`src/hw/clb_pkg.sv`:
```
/*
 * Shared constants of the character display bridge: register offsets,
 * display command codes, cursor styles, addressing and pin timing.
 * Assumes a single system clock of the rate given here.
 */
package clb_pkg;

    // Register byte offsets; bit 2 of the byte address picks the register
    localparam logic [2:0] ADDR_COMMAND   = 3'h0;
    localparam logic [2:0] ADDR_CHARACTER = 3'h4;
    localparam int         SEL_BIT        = 2;

    // Clock the timing is derived from
    localparam int CLK_HZ = 50_000_000;
    localparam int CLK_NS = 1_000_000_000 / CLK_HZ;

    // Pin and execution times in their own units
    localparam int T_SETUP_NS   = 60;
    localparam int T_PULSE_NS   = 140;
    localparam int T_HOLD_NS    = 20;
    localparam int T_CMD_US     = 40;
    localparam int T_CLEAR_US   = 1640;
    localparam int T_POWERON_US = 15000;

    // Cycle counts, least times rounded up
    localparam int SETUP_CYC   = (T_SETUP_NS + CLK_NS - 1) / CLK_NS;
    localparam int PULSE_CYC   = (T_PULSE_NS + CLK_NS - 1) / CLK_NS;
    localparam int HOLD_CYC    = (T_HOLD_NS + CLK_NS - 1) / CLK_NS;
    localparam int CMD_CYC     = T_CMD_US * (CLK_HZ / 1_000_000);
    localparam int CLEAR_CYC   = T_CLEAR_US * (CLK_HZ / 1_000_000);
    localparam int POWERON_CYC = T_POWERON_US * (CLK_HZ / 1_000_000);

    // Cursor styles chosen at build time
    localparam logic [1:0] CURSOR_STEADY = 2'h0;
    localparam logic [1:0] CURSOR_BLINK  = 2'h1;
    localparam logic [1:0] CURSOR_BOTH   = 2'h2;
    localparam logic [1:0] CURSOR_NONE   = 2'h3;

    // Display command codes and fields
    localparam logic [7:0] CMD_CLEAR       = 8'h01;
    localparam logic [7:0] CMD_ENTRY_MODE  = 8'h06;
    localparam logic [7:0] CMD_CURSOR_OFF  = 8'h0C;
    localparam logic [7:0] CMD_BLINK_ON    = 8'h0F;
    localparam logic [7:0] CMD_SHIFT_LEFT  = 8'h18;
    localparam logic [7:0] CMD_SHIFT_RIGHT = 8'h1C;
    localparam logic [7:0] CMD_FUNC_SET    = 8'h38;
    localparam logic [4:0] CTRL_PREFIX     = 5'h01;
    localparam int         CTRL_CURSOR_BIT = 1;
    localparam int         CTRL_BLINK_BIT  = 0;
    localparam int         SET_ADDR_BIT    = 7;
    localparam logic [2:0] INIT_STEPS      = 3'h5;

    // Display addressing: two rows of 40, bit 6 picks the row
    localparam int         ROW_LEN      = 40;
    localparam int         ROW_BIT      = 6;
    localparam logic [6:0] HOME         = 7'h00;
    localparam logic [6:0] TOP_LAST     = 7'h27;
    localparam logic [6:0] BOTTOM_FIRST = 7'h40;
    localparam logic [6:0] BOTTOM_LAST  = 7'h67;

    // Write queue shape: select bit plus one byte
    localparam int FIFO_WIDTH = 9;
    localparam int FIFO_DEPTH = 8;

endpackage

```
`src/hw/clb_bridge.sv`:
```
/*
 * Bridge from a simple wait-stalled register port to a character display.
 * Holds the pin sequencer, power-up initialisation, a write queue
 * and a shadow of the display's cursor, shift and cursor style.
 * Assumes the display pins are synchronous to clk and the master holds its
 * request stable while bus_wait is high.
 */
// Summary of operation
// - Two byte registers: command at offset 0 and character at the next slot (offset 4).
// - Command register accesses go to the display with register_select low.
// - Character register accesses go to the display with register_select high.
// - After reset release the display is initialised without software help.
// - All timing is derived from a 50 MHz system clock.
// - A build parameter picks steady, blinking, both or no cursor for initialisation.
// - The display holds two rows of 40 locations, 16 of them visible.
// - Top row uses 0x00-0x0F visible, bottom 0x40-0x4F, bit 6 picks the row.
// - A command with bit 7 set moves the cursor to its low seven bits.
// - Each stored character advances the cursor one place right.
// - Past the 40th top location the cursor goes to 0x40, past the bottom end to 0x00.
// - Commands 0x18 and 0x1C rotate both rows left and right together.
// - Command 0x0C turns the blinking cursor off and 0x0F turns it on.
// - Command 0x01 erases the display and homes the cursor to 0x00.
`timescale 1ns/1ps
module clb_bridge #(
    parameter logic [1:0] CURSOR_STYLE   = clb_pkg::CURSOR_BOTH,
    parameter int         CLEAR_CYCLES   = clb_pkg::CLEAR_CYC,
    parameter int         POWERON_CYCLES = clb_pkg::POWERON_CYC
) (
    input  wire logic       clk,
    input  wire logic       sys_rst,
    input  wire logic [2:0] bus_addr,
    input  wire logic       bus_read,
    input  wire logic       bus_write,
    input  wire logic [7:0] bus_wdata,
    output logic      [7:0] bus_rdata,
    output logic            bus_wait,
    input  wire logic [7:0] lcd_data_in,
    output logic      [7:0] lcd_data_out,
    output logic            lcd_data_oe,
    output logic            register_select,
    output logic            lcd_rw,
    output logic            lcd_enable,
    output logic      [6:0] cursor_addr,
    output logic      [5:0] shift_pos,
    output logic            cursor_visible,
    output logic            cursor_blink,
    output logic            init_done
);
    localparam int CNT_W = 24;

    typedef enum logic [2:0] {X_IDLE, X_SETUP, X_PULSE, X_HOLD, X_EXEC} clb_xfer_e;

    clb_xfer_e        state_reg;
    logic [CNT_W-1:0] cnt_reg;
    logic [CNT_W-1:0] pwr_cnt_reg;
    logic             pwr_done_reg;
    logic [2:0]       init_idx_reg;
    logic             init_done_reg;
    logic             bus_wait_reg;
    logic             ack_write_reg;
    logic             read_busy_reg;
    logic [7:0]       bus_rdata_reg;
    logic [7:0]       data_out_reg;
    logic             oe_reg;
    logic             rs_reg;
    logic             rw_reg;
    logic             enable_reg;
    logic [6:0]       cursor_reg;
    logic [5:0]       shift_reg;
    logic             visible_reg;
    logic             blink_reg;
    logic             start_go;
    logic             start_rs;
    logic             start_rw;
    logic [7:0]       start_data;
    logic             init_feed;
    logic             fifo_pop;
    logic             read_start;
    logic             write_ok;
    logic             pulse_end;
    logic             hold_end;
    logic             exec_go;
    logic             read_done;
    logic             write_busy_reg;
    logic             exec_end;
    logic             fifo_in_ready;
    logic             fifo_out_valid;
    logic [8:0]       fifo_out_data;

    // Display control byte for the chosen cursor style
    function automatic logic [7:0] ctrl_cmd(input logic [1:0] style);
        logic [7:0] c;
        c = clb_pkg::CMD_CURSOR_OFF;
        c[clb_pkg::CTRL_CURSOR_BIT] = (style == clb_pkg::CURSOR_STEADY) ||
                                      (style == clb_pkg::CURSOR_BOTH);
        c[clb_pkg::CTRL_BLINK_BIT]  = (style == clb_pkg::CURSOR_BLINK) ||
                                      (style == clb_pkg::CURSOR_BOTH);
        ctrl_cmd = c;
    endfunction

    // Power-up command list
    function automatic logic [7:0] init_cmd(input logic [2:0] idx);
        case (idx)
            3'h0:    init_cmd = clb_pkg::CMD_FUNC_SET;
            3'h1:    init_cmd = clb_pkg::CMD_FUNC_SET;
            3'h2:    init_cmd = ctrl_cmd(CURSOR_STYLE);
            3'h3:    init_cmd = clb_pkg::CMD_CLEAR;
            default: init_cmd = clb_pkg::CMD_ENTRY_MODE;
        endcase
    endfunction

    // Cursor step with row wrap
    function automatic logic [6:0] next_cursor(input logic [6:0] a);
        if (a == clb_pkg::TOP_LAST) begin
            next_cursor = clb_pkg::BOTTOM_FIRST;
        end else if (a == clb_pkg::BOTTOM_LAST) begin
            next_cursor = clb_pkg::HOME;
        end else begin
            next_cursor = a + 7'h01;
        end
    endfunction

    // Transfer sources: initialisation, then queued writes, then a read
    assign init_feed  = pwr_done_reg && !init_done_reg && (state_reg == X_IDLE);
    assign fifo_pop   = init_done_reg && (state_reg == X_IDLE) && fifo_out_valid;
    assign read_start = init_done_reg && (state_reg == X_IDLE) && !fifo_out_valid &&
                        bus_read && bus_wait_reg && !read_busy_reg;
    // Writes are taken only into an idle path, so the stall covers their execution
    assign write_ok   = init_done_reg && (state_reg == X_IDLE) && !fifo_out_valid &&
                        bus_write && bus_wait_reg && fifo_in_ready && !ack_write_reg &&
                        !read_busy_reg && !write_busy_reg;

    always_comb begin
        start_go   = 1'b0;
        start_rs   = 1'b0;
        start_rw   = 1'b0;
        start_data = 8'h00;
        if (init_feed) begin
            start_go   = 1'b1;
            start_data = init_cmd(init_idx_reg);
        end else if (fifo_pop) begin
            start_go   = 1'b1;
            start_rs   = fifo_out_data[8];
            start_data = fifo_out_data[7:0];
        end else if (read_start) begin
            start_go = 1'b1;
            start_rs = bus_addr[clb_pkg::SEL_BIT];
            start_rw = 1'b1;
        end
    end

    assign pulse_end = (state_reg == X_PULSE) && (cnt_reg == '0);
    assign hold_end  = (state_reg == X_HOLD) && (cnt_reg == '0);
    assign exec_go   = hold_end && !rw_reg;
    assign read_done = hold_end && rw_reg;
    assign exec_end  = (state_reg == X_EXEC) && (cnt_reg == '0);

    // Power-up wait before the first command
    always_ff @(posedge clk or posedge sys_rst) begin
        if (sys_rst) begin
            pwr_cnt_reg  <= '0;
            pwr_done_reg <= 1'b0;
        end else if (!pwr_done_reg) begin
            if (pwr_cnt_reg == CNT_W'(POWERON_CYCLES - 1)) begin
                pwr_done_reg <= 1'b1;
            end else begin
                pwr_cnt_reg <= pwr_cnt_reg + CNT_W'(1);
            end
        end
    end

    // Initialisation step counter
    always_ff @(posedge clk or posedge sys_rst) begin
        if (sys_rst) begin
            init_idx_reg  <= 3'h0;
            init_done_reg <= 1'b0;
        end else if (init_feed) begin
            init_idx_reg <= init_idx_reg + 3'h1;
            if (init_idx_reg == clb_pkg::INIT_STEPS - 3'h1) begin
                init_done_reg <= 1'b1;
            end
        end
    end

    // Pin sequencer: setup, enable pulse, hold, then execution wait for writes only
    always_ff @(posedge clk or posedge sys_rst) begin
        if (sys_rst) begin
            state_reg    <= X_IDLE;
            cnt_reg      <= '0;
            enable_reg   <= 1'b0;
            rs_reg       <= 1'b0;
            rw_reg       <= 1'b0;
            oe_reg       <= 1'b0;
            data_out_reg <= 8'h00;
        end else begin
            case (state_reg)
                X_IDLE: begin
                    if (start_go) begin
                        rs_reg       <= start_rs;
                        rw_reg       <= start_rw;
                        oe_reg       <= !start_rw;
                        data_out_reg <= start_data;
                        cnt_reg      <= CNT_W'(clb_pkg::SETUP_CYC - 1);
                        state_reg    <= X_SETUP;
                    end
                end
                X_SETUP: begin
                    if (cnt_reg == '0) begin
                        enable_reg <= 1'b1;
                        cnt_reg    <= CNT_W'(clb_pkg::PULSE_CYC - 1);
                        state_reg  <= X_PULSE;
                    end else begin
                        cnt_reg <= cnt_reg - CNT_W'(1);
                    end
                end
                X_PULSE: begin
                    if (cnt_reg == '0) begin
                        enable_reg <= 1'b0;
                        cnt_reg    <= CNT_W'(clb_pkg::HOLD_CYC - 1);
                        state_reg  <= X_HOLD;
                    end else begin
                        cnt_reg <= cnt_reg - CNT_W'(1);
                    end
                end
                X_HOLD: begin
                    if (cnt_reg == '0) begin
                        oe_reg <= 1'b0;
                        if (rw_reg) begin
                            state_reg <= X_IDLE;
                        end else begin
                            // Clear runs much longer than other commands
                            if (!rs_reg && data_out_reg == clb_pkg::CMD_CLEAR) begin
                                cnt_reg <= CNT_W'(CLEAR_CYCLES - 1);
                            end else begin
                                cnt_reg <= CNT_W'(clb_pkg::CMD_CYC - 1);
                            end
                            state_reg <= X_EXEC;
                        end
                    end else begin
                        cnt_reg <= cnt_reg - CNT_W'(1);
                    end
                end
                default: begin
                    if (cnt_reg == '0) begin
                        state_reg <= X_IDLE;
                    end else begin
                        cnt_reg <= cnt_reg - CNT_W'(1);
                    end
                end
            endcase
        end
    end

    // Bus handshake: wait low for one cycle completes the access
    always_ff @(posedge clk or posedge sys_rst) begin
        if (sys_rst) begin
            bus_wait_reg   <= 1'b1;
            ack_write_reg  <= 1'b0;
            read_busy_reg  <= 1'b0;
            write_busy_reg <= 1'b0;
        end else begin
            ack_write_reg <= write_ok;
            if (!bus_wait_reg) begin
                bus_wait_reg <= 1'b1;
            end else if ((write_busy_reg && exec_end) || read_done) begin
                bus_wait_reg <= 1'b0;
            end
            // A write stays open until the display has executed it
            if (write_ok) begin
                write_busy_reg <= 1'b1;
            end else if (exec_end) begin
                write_busy_reg <= 1'b0;
            end
            if (read_start) begin
                read_busy_reg <= 1'b1;
            end else if (read_done) begin
                read_busy_reg <= 1'b0;
            end
        end
    end

    // Read data caught at the falling edge of enable
    always_ff @(posedge clk or posedge sys_rst) begin
        if (sys_rst) begin
            bus_rdata_reg <= 8'h00;
        end else if (pulse_end && rw_reg) begin
            bus_rdata_reg <= lcd_data_in;
        end
    end

    // Shadow cursor address
    always_ff @(posedge clk or posedge sys_rst) begin
        if (sys_rst) begin
            cursor_reg <= clb_pkg::HOME;
        end else if (exec_go) begin
            if (rs_reg) begin
                cursor_reg <= next_cursor(cursor_reg);
            end else if (data_out_reg[clb_pkg::SET_ADDR_BIT]) begin
                cursor_reg <= data_out_reg[6:0];
            end else if (data_out_reg == clb_pkg::CMD_CLEAR) begin
                cursor_reg <= clb_pkg::HOME;
            end
        end
    end

    // Shadow row rotation, modulo the row length
    always_ff @(posedge clk or posedge sys_rst) begin
        if (sys_rst) begin
            shift_reg <= 6'h00;
        end else if (exec_go && !rs_reg) begin
            if (data_out_reg == clb_pkg::CMD_CLEAR) begin
                shift_reg <= 6'h00;
            end else if (data_out_reg == clb_pkg::CMD_SHIFT_LEFT) begin
                shift_reg <= (shift_reg == 6'(clb_pkg::ROW_LEN - 1)) ? 6'h00
                             : shift_reg + 6'h01;
            end else if (data_out_reg == clb_pkg::CMD_SHIFT_RIGHT) begin
                shift_reg <= (shift_reg == 6'h00) ? 6'(clb_pkg::ROW_LEN - 1)
                             : shift_reg - 6'h01;
            end
        end
    end

    // Shadow cursor style from display control commands
    always_ff @(posedge clk or posedge sys_rst) begin
        if (sys_rst) begin
            visible_reg <= 1'b0;
            blink_reg   <= 1'b0;
        end else if (exec_go && !rs_reg && data_out_reg[7:3] == clb_pkg::CTRL_PREFIX) begin
            visible_reg <= data_out_reg[clb_pkg::CTRL_CURSOR_BIT];
            blink_reg   <= data_out_reg[clb_pkg::CTRL_BLINK_BIT];
        end
    end

    // Write queue in front of the sequencer
    clb_fifo #(
        .WIDTH (clb_pkg::FIFO_WIDTH),
        .DEPTH (clb_pkg::FIFO_DEPTH)
    ) u_queue (
        .clk       (clk),
        .sys_rst   (sys_rst),
        .in_data   ({bus_addr[clb_pkg::SEL_BIT], bus_wdata}),
        .in_valid  (ack_write_reg),
        .in_ready  (fifo_in_ready),
        .out_data  (fifo_out_data),
        .out_valid (fifo_out_valid),
        .out_ready (fifo_pop)
    );

    // Outputs straight from flops
    assign bus_rdata       = bus_rdata_reg;
    assign bus_wait        = bus_wait_reg;
    assign lcd_data_out    = data_out_reg;
    assign lcd_data_oe     = oe_reg;
    assign register_select = rs_reg;
    assign lcd_rw          = rw_reg;
    assign lcd_enable      = enable_reg;
    assign cursor_addr     = cursor_reg;
    assign shift_pos       = shift_reg;
    assign cursor_visible  = visible_reg;
    assign cursor_blink    = blink_reg;
    assign init_done       = init_done_reg;

    // Checks on the guarded behaviour
    a_init_stalls_bus: assert property (@(posedge clk) disable iff (sys_rst)
        !init_done_reg |-> bus_wait_reg) else $error("bus completed during init");
    a_init_first_cmd: assert property (@(posedge clk) disable iff (sys_rst)
        $rose(pwr_done_reg) |-> ##1 (oe_reg && !rs_reg &&
        data_out_reg == clb_pkg::CMD_FUNC_SET)) else $error("init did not start");
    a_cmd_select_low: assert property (@(posedge clk) disable iff (sys_rst)
        (bus_read && !bus_wait_reg && !bus_addr[clb_pkg::SEL_BIT]) |-> !rs_reg)
        else $error("command read with select high");
    a_char_select_high: assert property (@(posedge clk) disable iff (sys_rst)
        (fifo_pop && fifo_out_data[8]) |=> rs_reg) else $error("char with select low");
    a_set_cursor_addr: assert property (@(posedge clk) disable iff (sys_rst)
        (exec_go && !rs_reg && data_out_reg[7]) |=> cursor_reg == $past(data_out_reg[6:0]))
        else $error("set address not taken");
    a_top_row_wrap: assert property (@(posedge clk) disable iff (sys_rst)
        (exec_go && rs_reg && cursor_reg == 7'h27) |=> cursor_reg == 7'h40)
        else $error("top row wrap wrong");
    a_bottom_row_wrap: assert property (@(posedge clk) disable iff (sys_rst)
        (exec_go && rs_reg && cursor_reg == 7'h67) |=> cursor_reg == 7'h00)
        else $error("bottom row wrap wrong");
    a_char_advance: assert property (@(posedge clk) disable iff (sys_rst)
        (exec_go && rs_reg && cursor_reg == 7'h05) |=> cursor_reg == 7'h06)
        else $error("cursor did not advance");
    a_shift_rotate: assert property (@(posedge clk) disable iff (sys_rst)
        (exec_go && !rs_reg && data_out_reg == 8'h18 && shift_reg == 6'h27) |=>
        shift_reg == 6'h00) else $error("left rotate wrong");
    a_blink_off: assert property (@(posedge clk) disable iff (sys_rst)
        (exec_go && !rs_reg && data_out_reg == 8'h0C) |=> !blink_reg && !visible_reg)
        else $error("cursor still on");
    a_clear_home: assert property (@(posedge clk) disable iff (sys_rst)
        (exec_go && !rs_reg && data_out_reg == 8'h01) |=> cursor_reg == 7'h00 &&
        shift_reg == 6'h00) else $error("clear did not home");
    a_enable_width: assert property (@(posedge clk) disable iff (sys_rst)
        $rose(enable_reg) |-> enable_reg [*7] ##1 !enable_reg)
        else $error("enable pulse width wrong");

endmodule

```
`src/hw/clb_fifo.sv`:
```
/*
 * Small synchronous FIFO with valid/ready on both sides.
 * Assumes one clock and an asynchronous active-high reset.
 */
`timescale 1ns/1ps
module clb_fifo #(
    parameter int WIDTH = 9,
    parameter int DEPTH = 8
) (
    input  wire logic             clk,
    input  wire logic             sys_rst,
    input  wire logic [WIDTH-1:0] in_data,
    input  wire logic             in_valid,
    output logic                  in_ready,
    output logic      [WIDTH-1:0] out_data,
    output logic                  out_valid,
    input  wire logic             out_ready
);
    localparam int AW = (DEPTH > 1) ? $clog2(DEPTH) : 1;

    logic [WIDTH-1:0] mem [DEPTH];
    logic [AW-1:0]    wr_ptr_reg;
    logic [AW-1:0]    rd_ptr_reg;
    logic [AW:0]      count_reg;
    logic             push;
    logic             pop;

    function automatic logic [AW-1:0] bump(input logic [AW-1:0] p);
        if (p == AW'(DEPTH - 1)) begin
            bump = '0;
        end else begin
            bump = p + AW'(1);
        end
    endfunction

    assign push = in_valid && in_ready;
    assign pop  = out_valid && out_ready;

    // Storage written on accepted input
    always_ff @(posedge clk) begin
        if (push) begin
            mem[wr_ptr_reg] <= in_data;
        end
    end

    // Pointers and fill level
    always_ff @(posedge clk or posedge sys_rst) begin
        if (sys_rst) begin
            wr_ptr_reg <= '0;
            rd_ptr_reg <= '0;
            count_reg  <= '0;
        end else begin
            if (push) begin
                wr_ptr_reg <= bump(wr_ptr_reg);
            end
            if (pop) begin
                rd_ptr_reg <= bump(rd_ptr_reg);
            end
            if (push && !pop) begin
                count_reg <= count_reg + (AW+1)'(1);
            end else if (pop && !push) begin
                count_reg <= count_reg - (AW+1)'(1);
            end
        end
    end

    assign in_ready  = (count_reg != (AW+1)'(DEPTH));
    assign out_valid = (count_reg != '0);
    assign out_data  = mem[rd_ptr_reg];

endmodule

```
`config.mk`:
```
export PLATFORM = sky130hd
export DESIGN_NAME = clb_bridge
export DESIGN_NICKNAME = d
export VERILOG_FILES = /design/src/hw/clb_pkg.sv /design/src/hw/clb_bridge.sv /design/src/hw/clb_fifo.sv
export SDC_FILE = /design/constraint.sdc
export NUM_CORES = 1
export LEC_CHECK = 0
export BUFFER_PORTS_ARGS = -buffer_cell sky130_fd_sc_hd__buf_2
export CORE_MARGIN = 2
export CORE_UTILIZATION = 44
export DETAILED_ROUTE_END_ITERATION = 12
export GPL_TIMING_DRIVEN = 0
export PLACE_DENSITY = 0.58
export SETUP_SLACK_MARGIN = 0.15
export SLEW_MARGIN = 20
export SYNTH_ARGS = -nofsm -noshare
export SYNTH_HDL_FRONTEND = slang
export SYNTH_SLANG_ARGS = --single-unit
export TNS_END_PERCENT = 5
```
`constraint.sdc`:
```
create_clock -name clk -period 6.93 [get_ports clk]
set_input_delay 1.0395 -clock clk [delete_from_list [all_inputs] [get_ports clk]]
set_output_delay 1.0395 -clock clk [all_outputs]
set_load 0.02 [all_outputs]
```
# Word-level counts from Yosys, hierarchy flattened
# Memories as Yosys holds them, arrays and structs flattened.
# Index checks and enable logic that the tools add are counted.
[word_totals]
mem_count = 1
ram_bits = 72
regBits = 105
wordCells = 178
inputBits = 23
[mem_list]
columns = ["memory", "depth", "width", "read_ports", "rd_ports_with_merged_regs", "write_ports", "line", "text"]
rows = [
  ["u_queue.mem", 8, 9, 1, 0, 1, "clb_fifo.sv:21", "logic [WIDTH-1:0] mem [DEPTH];"],
]
[classes]
eq_ne = 25
addsub = 10
bitwise = 2
n_mux = 55
reduce_logical = 62
[op_table]
columns = ["cell", "count"]
rows = [
  ["$mux W24", 6],
  ["$pmux W24 S4", 1],
  ["$mux W7", 5],
  ["$mux W6", 5],
  ["$logic_and A1 B1 Y1", 28],
  ["$add A24 B1 Y24 const B", 1],
  ["$eq A24 B20 Y1 const B", 1],
  ["$logic_not A24 Y1", 1],
  ["$mux W3", 8],
  ["$sub A24 B1 Y24 const B", 1],
  ["$mux W1", 21],
  ["$pmux W6 S3", 1],
  ["$mux W17", 1],
  ["$eq A8 B5 Y1 const B", 2],
  ["$mux W8", 2],
  ["$eq A3 B2 Y1 const B", 4],
  ["$eq A3 B3 Y1 const B", 4],
  ["$pmux W3 S4", 1],
  ["$reduce_bool A2 Y1", 6],
  ["$logic_not A1 Y1", 10],
  ["$reduce_and A2 Y1", 5],
  ["$add A3 B1 Y3 const B", 3],
  ["$reduce_and A3 Y1", 3],
  ["$eq A8 B1 Y1 const B", 1],
  ["other kinds (25)", 33],
]

# Longest topological paths before layout
# Gate-level depths: netlist of run 1.
[logic_depth]
word_depth = 12
ltp_mapped = 14
depth_no_buf = 12

# Modules after synthesis
# From an unflattened synthesis of run 1, not the netlist that was laid out.
[unflattened]
hier_cells = 719
hier_area_um2 = 8720.9
[modules_own_cells]
columns = ["module", "cells_each", "area_per_inst_um2", "seq_area_each_um2", "instances"]
rows = [
  ["clb_bridge", 550, 5313.8, 2378.5, 1],
  ["clb_fifo", 169, 3407.0, 2412.3, 1],
]

# Worst setup path after synthesis of run 1
# OpenSTA, ideal clock, no wires.
[synth_timing]
path_kind = "flip-flop to flip-flop"
startpoint = "register u_queue.count_reg[0]"
endpoint = "register u_queue.count_reg[3]"
t_arrival_ns = 2.840
setup_slack_ns = 3.965
path_buffers = 2
stages_incl_launch_ff = 14
t_required_ns = 6.805
path_cell_list = "dfrtp_1 -> or4_4 -> and3_1 -> buf_2 -> inv_1 -> clkbuf_1 -> ha_1 -> inv_1 -> ha_1 -> a21o_1 -> a21oi_1 -> xnor2_1 -> nor2_1 -> xor2_1"
[synth_between]
elab_chain_cells = 6
[synth_rtl]
columns = ["element", "line", "text"]
rows = [
  ["start: declaration", "clb_fifo.sv:24", "logic [AW:0] count_reg;"],
  ["start signal: assignment", "clb_fifo.sv:60", "count_reg <= count_reg + (AW+1)'(1);"],
  ["start signal: assignment", "clb_fifo.sv:62", "count_reg <= count_reg - (AW+1)'(1);"],
  ["branches (longest 6 deep; another with $sub A4 B1 Y4)", "--", ""],
]
# Parallel ways; which one is timed is not known. The select of a mux whose other input is x is not followed.
# A chain may end at the register's enable or synchronous reset.

# Final worst setup path of run 1
# Ends and elaborated chain as after synthesis.

==> flow_summary_export.csv, run 1 <==
group,metric,value,unit
run_status,status,"complete, no violations",
sta,worst_hold_slack,0.472,ns
power_and_ir_drop,power.leakage,4.06,nW
sta,fin_ws,3.60,ns
power_and_ir_drop,totalPowerFinal,2.10,mW
logic_synthesis,ys_ff_latch,177,
logic_synthesis,postSynthCellCount,716,
cells_and_area,drive_gt1_share,22.4,%
logic_synthesis,synth_cell_types,81,
logic_synthesis,ys_async_sr_fraction,59.3,%
route,wl_per_cell,17.1,um
worst_setup_path,startpoint_type,"flip-flop",
clocking,clkTransAtPathRegs,0.07,ns
clocking,cts_max_level,4,
worst_setup_path,r2r-start,"u_queue.count_reg[0]",
worst_setup_path,worstPathRequired,7.24,ns
placement,place_inst,1046,
clocking,cts.sinks,177,
power_and_ir_drop,powerDensity,211,mW/mm^2
global_routing,grt_pass1_vias,5827,
placement,io_buffers,57,
clocking,cts_tree,"built",
worst_setup_path,crit_type,"flip-flop to flip-flop",
flow_run,maxCapViolCount,0,
clocking,cts_buffer_depth,2,
global_routing,grt_use_met3,3.33,%
logic_synthesis,synth_xor_area_share,4.16,%
route,drt_first_pass_iters,5,
sta,worstMarginPinSlew,1.02,ns
route,ant_nets,0,
sta,timing.final.crit_share,48.0,%
clocking,post-cts-setup-buffers,0,
logic_synthesis,seq_area_frac_synth,55.7,%
logic_synthesis,yosysTopAreaCell,"dfrtp_1",
route,drt_iter0_markers,332,
logic_synthesis,synth-adder-area-share,2.85,%
logic_synthesis,syn_area,0.00861,sq mm
global_routing,grt_use_total,18.7,%
clocking,cts_buffers,17,
logic_synthesis,synth-main-ff-cell,"dfrtp_1",
clocking,cts_root_buf,"clkbuf_16",
power_and_ir_drop,ir_drop,0.157,mV
min_path,hp-class,"flip-flop to flip-flop",
sta,clock_skew,0.00978,ns
global_routing,met2_usage,32.2,%
die,rows,51,
logic_synthesis,yosys-top-cells-area,"dfrtp_1, edfxtp_1, mux4_2, nand2_1, xnor2_1",
placement,dp.final_hpwl,13300,um
die,die-width,144,um
cells_and_area,nNetsFinal,842,
clocking,cts_resized,0,
worst_setup_path,cp-end-kind,"flip-flop",
die,core-area,0.0193,sq mm
cells_and_area,largest_reg_flops,72,
sta,min_period,3.33,ns
cells_and_area,fin_cells,1078,
sta,slew_headroom,31.2,%
sta,hold_viol,0,
sta,rsz0062_at_grt,"false",
sta,tns,0,ns
logic_synthesis,synth_compound_area_share,9.45,%
logic_synthesis,synth.avg_cell_area,12.0,sq um
logic_synthesis,yosysWarningCount,0,
clocking,holdBufCountCts,0,
route,viasPerCell,5.49,
sta,setup_viol,0,
cells_and_area,syn_to_final_growth,15.5,%
route,routed_wl,18400,um
placement,pre_cts_slack,3.60,ns
sta,fmax,301,MHz
sta,drv_slew,0,
clocking,clock_latency,0.43,ns
worst_setup_path,rr_worst_depth,13,
worst_setup_path,crit_arrival,3.64,ns
die,io_pins,60,
logic_synthesis,synth-edff-count,72,
logic_synthesis,synth_mux_area_share,7.47,%
die,initial_core_util,44.5,%
route,num_vias,5913,
placement,place_congestion,0.874,
global_routing,antenna_found_initial,0,
global_routing,met1_usage,24.2,%
logic_synthesis,synth_top_family_by_area,"simple AND/OR/NAND/NOR gates",
cells_and_area,fillers,1709,
global_routing,grt_overflow,0,
logic_synthesis,synth_fp_nets,758,
global_routing,grt_max_degree,74,
logic_synthesis,synth.top_cell.area_share,30.2,%
route,drc_errors,0,
global_routing,grt_pass1_wl,30000,um
worst_setup_path,cp-startpoint,"u_queue.count_reg[0]",
min_path,hp-start,"pwr_cnt_reg[23]",
cells_and_area,antenna_cells,0,
die,die-area,0.0207,sq mm
logic_synthesis,synthSimpleGateAreaFrac,17.9,%
global_routing,top_usage_layer,"met2",
die,die_h,144,um
worst_setup_path,crit_fanout,10,
min_path,hold_path_depth,1,
## area by class of cell
class	count	area (sq um)	area share (%)
clock inverters	14	170	1.71
plain buffers	27	148	1.49
flip-flops and latches	177	4790	48.2
clock buffers	18	429	4.32
inverters	18	72.6	0.730
repair buffers	65	363	3.65
well taps	265	332	3.34
multi-input cells	494	3640	36.6
## worst max-delay path, cell delays in order, from the launching register on
cell	delay (ns)
dfrtp_1	0.46
or4_4	0.58
and3_1	0.19
buf_2	0.16
inv_1	0.10
clkbuf_1	0.37
ha_1	0.27
inv_1	0.10
ha_1	0.28
a21o_1	0.17
a21oi_1	0.18
xnor2_1	0.15
nor2_1	0.07
xor2_1	0.14
## routing by layer
layer  vias to the layer above  routed length (um)
met2                        97                9370
met3                        24                 470
met5                         -                   0
met4                         0                 281
li1                       2837                   -
met1                      2955                8290
## cells in the final DEF (no fill, tap or decap), types with 5 or more instances in the layout
master and count:
a211oi_1 8, a21o_1 6, a21oi_1 23, a31oi_1 5, and3_1 10, buf_2 65, buf_4 7, clkbuf_1 15
clkbuf_16 17, dfrtp_1 104, edfxtp_1 72, ha_1 18, inv_1 17, inv_8 8, mux2_2 12, mux2i_1 8
mux4_2 18, nand2_1 70, nand2b_1 5, nand3_1 21, nand4_1 9, nor2_1 53, nor2b_1 5, nor3_1 25
nor4_1 9, nor4b_1 5, o21ai_0 38, o21ai_1 7, o31ai_1 5, or3_1 8, xnor2_1 27, xor2_1 12
## final timing paths
| check | endpoint | slack [ns] |
|---|---|---|
| setup / recovery | u_queue.count_reg[3] | 3.60 |
| hold / removal | pwr_cnt_reg[23] | 0.47 |
| min in group asynchronous | pwr_cnt_reg[17] | 0.58 |
| setup reg to reg | u_queue.count_reg[3] | 3.60 |
| hold reg to reg | pwr_cnt_reg[23] | 0.47 |
| max in group asynchronous | bus_wait | 5.68 |
## kinds of logic (layout without fill, tap and decap cells)
group	count (synthesis)	after routing
AND/OR/NAND/NOR	270	270
buffers and inverters	45	142
XOR/XNOR	40	40
multiplexers	40	40
adder cells (fa/ha/maj)	19	19
AO/OA/AOI/OAI	125	125
flip-flops	177	177
## Yosys cell counts (all sizes together) (18+ instances only)
master and n:
dfrtp 104, edfxtp 72, nand2 70, nor2 56, o21ai 46, nor3 31, xnor2 28, nand3 24
a21oi 23, ha 18, inv 18, mux4 18
## report_power, final
| group | total (mW) | switching, mW | internal [mW] |
|---|---|---|---|
| Clock | 0.975 | 0.453 | 0.521 |
| Combinational | 0.0322 | 0.0231 | 0.00912 |
| Sequential | 1.09 | 0.000980 | 1.09 |
## stage by stage
stage	util [%]	instance area [sq um]
2_1_floorplan	-	8610
3_3_place_gp	47.7	9220
3_5_place_dp	48.3	9340
4_1_cts	51.4	9940
5_1_grt	51.4	9940
6_report	51.4	9940
(Power assumes the default switching activity.)
==> inputs of run 2 (changes only) <==
--- a/config.mk
+++ b/config.mk
@@ -5,6 +5,7 @@
 export SDC_FILE = /design/constraint.sdc
 export NUM_CORES = 1
 export LEC_CHECK = 0
+export ABC_AREA = 1
 export BUFFER_PORTS_ARGS = -buffer_cell sky130_fd_sc_hd__buf_2
 export CORE_MARGIN = 2
 export CORE_UTILIZATION = 44
==> constraint.sdc (replaced) <==
create_clock -name clk -period 3.5 [get_ports clk]
set_input_delay 0.525 -clock clk [delete_from_list [all_inputs] [get_ports clk]]
set_output_delay 0.525 -clock clk [all_outputs]
set_load 0.02 [all_outputs]
==> run 2 against run 1 <==
Routed wire length rose by 18%. Synthesized area rose by 7.5%. Count of clock-buffer cells in the layout fell by 1. Via count rose by 24%. Hold slack got worse by 0.39 ns. Cell area rose by 6.3%. Sequential share of layout area fell by 2.9 points. Combinational power rose by 100%. Non-clock buffer count fell by 14. Die area rose by 7.3%. Fmax rose by 7.9%. Worst setup slack got worse by 3.2 ns. Critical endpoint unchanged. Largest power group unchanged.
==> flow_summary_export.csv, run 2 <==
group,metric,value,unit
placement,place_congestion,0.865,
power_and_ir_drop,powerDensity,406,mW/mm^2
route,drt_iter0_markers,600,
global_routing,grt_pass1_vias,7097,
die,rows,53,
die,initial_core_util,44.4,%
global_routing,grt_max_degree,69,
sta,rsz0062_at_grt,"false",
cells_and_area,layout_commonest_cell,"nand2_1",
clocking,cts_tree,"built",
route,wl_per_cell,15.3,um
global_routing,top_usage_layer,"met2",
logic_synthesis,synth.most_common_cell,"nand2_1",
cells_and_area,drive_gt1_share,12.7,%
worst_setup_path,crit_type,"flip-flop to flip-flop",
global_routing,grt_use_total,20.5,%
route,routed_wl,21700,um
sta,worstMarginPinSlew,1.09,ns
min_path,hp-class,"input port to async pin",
clocking,cts.sinks,177,
logic_synthesis,yosysTopAreaCell,"dfrtp_1",
cells_and_area,nNetsFinal,1176,
logic_synthesis,postSynthCellCount,1057,
power_and_ir_drop,ir_drop,0.325,mV
placement,dp.final_hpwl,15400,um
logic_synthesis,synth-main-ff-cell,"dfrtp_1",
logic_synthesis,synth.avg_cell_area,8.75,sq um
logic_synthesis,synth_cell_types,48,
logic_synthesis,ys_ff_latch,177,
die,die_h,149,um
placement,pre_cts_slack,0.301,ns
clocking,cts_max_level,4,
worst_setup_path,slowest_delay,0.55,ns
cells_and_area,antenna_cells,0,
sta,tns,0,ns
sta,clock_skew,0.0241,ns
worst_setup_path,path_common_cell,"nand2_1",
cells_and_area,fillers,1952,
global_routing,antenna_found_initial,0,
placement,io_buffers,57,
power_and_ir_drop,power.leakage,4.86,nW
logic_synthesis,synthTopCellsByCount,"nand2_1, nor2_1, inv_1",
sta,hold_viol,0,
worst_setup_path,crit_slowest_cell,"dfrtp_1",
flow_run,maxCapViolCount,0,
cells_and_area,utilization,50.8,%
worst_setup_path,crit_chain,"nor2_4, nand3_2, nor2_4, clkbuf_2, inv_1, ha_1, inv_1, ha_1, nand2_1, nor2_1, a211oi_1, nand2_1, nand2_1, nor2_1, xor2_1",
worst_setup_path,cp-end-kind,"flip-flop",
logic_synthesis,yosys-top-cells-area,"dfrtp_1, edfxtp_1, nand2_1, nor2_1, o21ai_0",
logic_synthesis,synth_fp_nets,1099,
global_routing,met2_usage,34.3,%
global_routing,met1_usage,27.2,%
die,io_pins,60,
worst_setup_path,startpoint_type,"flip-flop",
clocking,clkTransAtPathRegs,0.08,ns
worst_setup_path,crit_fanout,10,
route,num_vias,7316,
worst_setup_path,rr_worst_depth,15,
sta,setup_viol,0,
sta,fin_ws,0.417,ns
run_status,status,"complete, no violations",
logic_synthesis,synth.top_cell.area_share,28.1,%
sta,timing.final.crit_share,88.1,%
worst_setup_path,worstPathRequired,3.82,ns
logic_synthesis,seq_area_frac_synth,51.8,%
sta,fmax,324,MHz
global_routing,grt_use_met3,3.46,%
global_routing,grt_overflow,0,
route,drt_first_pass_iters,5,
logic_synthesis,yosysWarningCount,0,
worst_setup_path,crit_arrival,3.40,ns
sta,drv_slew,0,
clocking,cts_buffers,17,
route,drc_errors,0,
clocking,clock_latency,0.45,ns
logic_synthesis,syn_area,0.00925,sq mm
cells_and_area,largest_reg_flops,72,
cells_and_area,final_cell_mix,"nand2_1, nor2_1, inv_1",
clocking,holdBufCountCts,0,
global_routing,grt_pass1_wl,35600,um
die,die-area,0.0222,sq mm
clocking,cts_root_buf,"clkbuf_16",
sta,slew_headroom,27.1,%
clocking,cts_buffer_depth,2,
die,die-width,149,um
route,viasPerCell,5.14,
logic_synthesis,synth-edff-count,72,
sta,min_period,3.08,ns
logic_synthesis,ys_async_sr_fraction,59.3,%
route,ant_nets,0,
cells_and_area,syn_to_final_growth,14.3,%
die,core-area,0.0208,sq mm
[run 2: cell count changes in the layout (fill, tap and decap cells not counted), sizes merged, moves of 14 or more]
cell and delta:
inv +118, o221ai +16, mux4 -18, nand3 +55, buf -14, nor2 +95
xor2 +16, nor3 -14, o21ai +68, nand2 +153, xnor2 -22
[run 2: cell type report]
type / instances / area [sq um] / share of cell area, %
tap: 275 / 344 / 3.25
clock buffer: 17 / 425 / 4.02
buffer: 20 / 96.3 / 0.911
clock inverter: 15 / 233 / 2.20
timing repair buffer: 58 / 313 / 2.96
sequential: 177 / 4790 / 45.3
inverter: 138 / 523 / 4.95
multi-input combinational: 722 / 3850 / 36.4
[run 2: final timing paths]
kind                                         to  slack, ns           start
min reg2reg                       ack_write_reg       0.46  write_busy_reg
max reg2reg                u_queue.count_reg[3]       0.42    state_reg[2]
max                        u_queue.count_reg[3]       0.42    state_reg[2]
min                             pwr_cnt_reg[20]       0.08         sys_rst
max in group asynchronous              bus_wait       2.74         sys_rst
min in group clk                   bus_rdata[0]       0.32  lcd_data_in[0]
[run 2: where the power goes]
group,switching [mW],internal (mW),leakage [nW]
combinational,0.0463,0.0181,2.61
clock,1.04,1.03,0.316
sequential,0.00210,2.16,1.93
[run 2: what timing repair did]
action,CTS,global route
hold endpoints to repair,0,0
endpoints found under the setup margin,0,1
buffers inserted,0,0
resized for setup,0,2
[run 2: metal layers]
| metal | up-vias | part of all wire [%] |
|---|---|---|
| met5 | - | 0 |
| met4 | 0 | 1.1 |
| met1 | 3462 | 45 |
| li1 | 3672 | - |
| met2 | 161 | 49 |
| met3 | 21 | 4.3 |
[run 2: metrics by stage]
step	hold WS [ns]	instances	total power, mW	cell area (sq um)
floorplan	0.422	1057	2.24	9250
global placement	0.443	1389	2.27	9880
global route	0.0917	1422	4.43	10600
detailed placement	0.449	1390	2.28	9910
CTS	0.0837	1422	4.34	10600
finish	0.0797	1422	4.29	10600
[run 2: kinds of logic after synthesis]
group,synth area share (%)
adders and majority gates,2.65
and+or+nand+nor,24.4
AOI/OAI and AO/OA,10.3
muxes,0.974
buffers and inverters,6.63
DFF,51.8
xor gates and xnor gates,3.22
[run 2: critical path, delay by kind of cell (launching register included)]
kind                     cells  cell delay (ns)
AO/OA/AOI/OAI                1             0.24
XOR/XNOR                     1             0.13
adder cells (fa/ha/maj)      2             0.51
buffers and inverters        3             0.50
flip-flops                   1             0.55
AND/OR/NAND/NOR              8             1.04
==> inputs of run 3 (changes only) <==
--- a/config.mk
+++ b/config.mk
@@ -7,11 +7,12 @@
 export LEC_CHECK = 0
 export ABC_AREA = 1
 export BUFFER_PORTS_ARGS = -buffer_cell sky130_fd_sc_hd__buf_2
+export CORE_ASPECT_RATIO = 1.2
 export CORE_MARGIN = 2
-export CORE_UTILIZATION = 44
+export CORE_UTILIZATION = 57
 export DETAILED_ROUTE_END_ITERATION = 12
 export GPL_TIMING_DRIVEN = 0
-export PLACE_DENSITY = 0.58
+export PLACE_DENSITY = 0.73
 export SETUP_SLACK_MARGIN = 0.15
 export SLEW_MARGIN = 20
 export SYNTH_ARGS = -nofsm -noshare
==> run 3 against run 2 <==
Routed wire length is 3.4% lower. Sequential share of layout area is 0.75 points higher. Cell count is 4.4% lower. Total power is 5.2% lower. Clock power is 11% lower. Count of clock-buffer cells in the layout stayed put. Global-route usage is 4.4 points higher. Combinational power is 0.9% higher. Hold slack worse by 0.023 ns. Worst setup slack better by 0.058 ns. Cell area is 1.6% lower.
==> flow_summary_export.csv, run 3 (same netlist as run 2, synthesis figures left out) <==
group,metric,value,unit
min_path,hp-class,"input port to async pin",
power_and_ir_drop,powerDensity,391,mW/mm^2
global_routing,grt_max_degree,78,
global_routing,grt_pass1_vias,6973,
cells_and_area,antenna_cells,0,
sta,drv_slew,0,
cells_and_area,largest_reg_flops,72,
clocking,cts_root_buf,"clkbuf_16",
worst_setup_path,startpoint_type,"flip-flop",
global_routing,grt_pass1_wl,33700,um
cells_and_area,nNetsFinal,1176,
global_routing,antenna_found_initial,0,
clocking,holdBufCountCts,0,
cells_and_area,syn_to_final_growth,12.4,%
worst_setup_path,crit_type,"flip-flop to flip-flop",
clocking,clock_latency,0.43,ns
power_and_ir_drop,clkPwrFrac,45.2,%
power_and_ir_drop,power.leakage,4.82,nW
sta,worstMarginPinSlew,1.13,ns
cells_and_area,design_area,0.0104,sq mm
clocking,post-cts-setup-buffers,0,
route,routed_wl,21000,um
die,die-width,120,um
route,route.met2.wl,10500,um
cells_and_area,drive_gt1_share,12.6,%
clocking,cts_buffers,17,
route,drt_iter0_markers,691,
placement,place_congestion,0.900,
sta,fin_ws,0.475,ns
worst_setup_path,worstPathRequired,3.81,ns
clocking,clkTransAtPathRegs,0.07,ns
route,drc_errors,0,
clocking,cts_tree,"built",
cells_and_area,fillers,1342,
power_and_ir_drop,switchingPower,0.943,mW
die,core-area,0.0161,sq mm
sta,rsz0062_at_grt,"false",
power_and_ir_drop,comb_power_share,1.6,%
placement,io_buffers,57,
clocking,cts.sinks,177,
clocking,cts_resized,0,
worst_setup_path,cp-end-kind,"flip-flop",
route,num_vias,7496,
worst_setup_path,crit_fanout,10,
die,initial_core_util,57.5,%
global_routing,grt_overflow,0,
clocking,cts_buffer_depth,2,
route,wl_met1,8920,um
worst_setup_path,crit_arrival,3.34,ns
die,rows,51,
power_and_ir_drop,switching_share,23.2,%
placement,place_area,0.00983,sq mm
die,die-area,0.0173,sq mm
die,die_h,144,um
route,drt_first_pass_iters,5,
placement,pre_cts_slack,0.323,ns
sta,slew_headroom,24.6,%
cells_and_area,layout_commonest_cell,"nand2_1",
flow_run,maxCapViolCount,0,
sta,tns,0,ns
placement,dp.final_hpwl,14800,um
route,dr_wl_met3,1110,um
route,ant_nets,0,
route,topRoutingLayerUsed,"met4",
cells_and_area,final_cell_mix,"nand2_1, nor2_1, inv_1",
power_and_ir_drop,ir_drop,0.351,mV
route,wl_per_cell,15.4,um
sta,hold_viol,0,
clocking,cts_max_level,4,
power_and_ir_drop,seqPwrFrac,53.2,%
sta,fmax,331,MHz
sta,worst_hold_slack,0.0571,ns
sta,min_period,3.02,ns
run_status,status,"complete, no violations",
sta,timing.final.crit_share,86.4,%
sta,setup_viol,0,
power_and_ir_drop,p_int,3.13,mW
die,io_pins,60,
route,viasPerCell,5.52,
sta,clock_skew,0.00994,ns
global_routing,grt_use_total,24.9,%
[run 3: routing by layer]
layer | up-vias | track usage (%)
met5 | - | 0
met4 | 0 | 9.67
met3 | 37 | 4.01
met2 | 242 | 42.4
met1 | 3544 | 32.0
li1 | 3673 | -
[run 3: worst paths after layout]
check,from,end,slack (ns),cells past startpoint
setup reg to reg,state_reg[2],u_queue.count_reg[3],0.48,15
setup / recovery,state_reg[2],u_queue.count_reg[3],0.48,15
hold / removal,sys_rst,pwr_cnt_reg[22],0.06,2
hold reg to reg,write_busy_reg,ack_write_reg,0.47,1
min in group clk,lcd_data_in[7],bus_rdata[7],0.33,2
max in group asynchronous,sys_rst,bus_wait,2.76,3
[run 3: cell type report]
class,instances,area (sq um),share of cell area [%]
clock buffers,17,425,4.09
repair buffers,58,313,3.01
inverters,138,523,5.03
multi-input cells,722,3850,37.0
clock inverters,15,139,1.34
plain buffers,20,96.3,0.926
flip-flops and latches,177,4790,46.1
well taps,212,265,2.55
[run 3: power groups by stage]
stage | Sequential (mW) | Combinational (mW) | Clock [mW]
finish | 2.17 | 0.0651 | 1.84
global route | 2.17 | 0.0737 | 1.93
CTS | 2.17 | 0.0671 | 1.86
detailed placement | 2.21 | 0.0671 | 0
global placement | 2.21 | 0.0607 | 0
floorplan | 2.22 | 0.0218 | 0
[run 3: stage by stage]
step / cells / util (%) / power (mW)
floorplan: 1057 / - / 2.24
global placement: 1326 / 61.0 / 2.27
detailed placement: 1327 / 61.2 / 2.28
CTS: 1359 / 64.7 / 4.09
global route: 1359 / 64.7 / 4.17
finish: 1359 / 64.7 / 4.07
[run 3: critical path, cell delays in order (launching register included)]
cell and delay [ns]:
dfrtp_1 0.53, nor2_4 0.23, nand3_2 0.15, nor2_4 0.32, clkbuf_2 0.31, inv_1 0.07
ha_1 0.23, inv_1 0.11, ha_1 0.27, nand2_1 0.07, nor2_1 0.04, a211oi_1 0.24
nand2_1 0.08, nand2_1 0.06, nor2_1 0.04, xor2_1 0.13
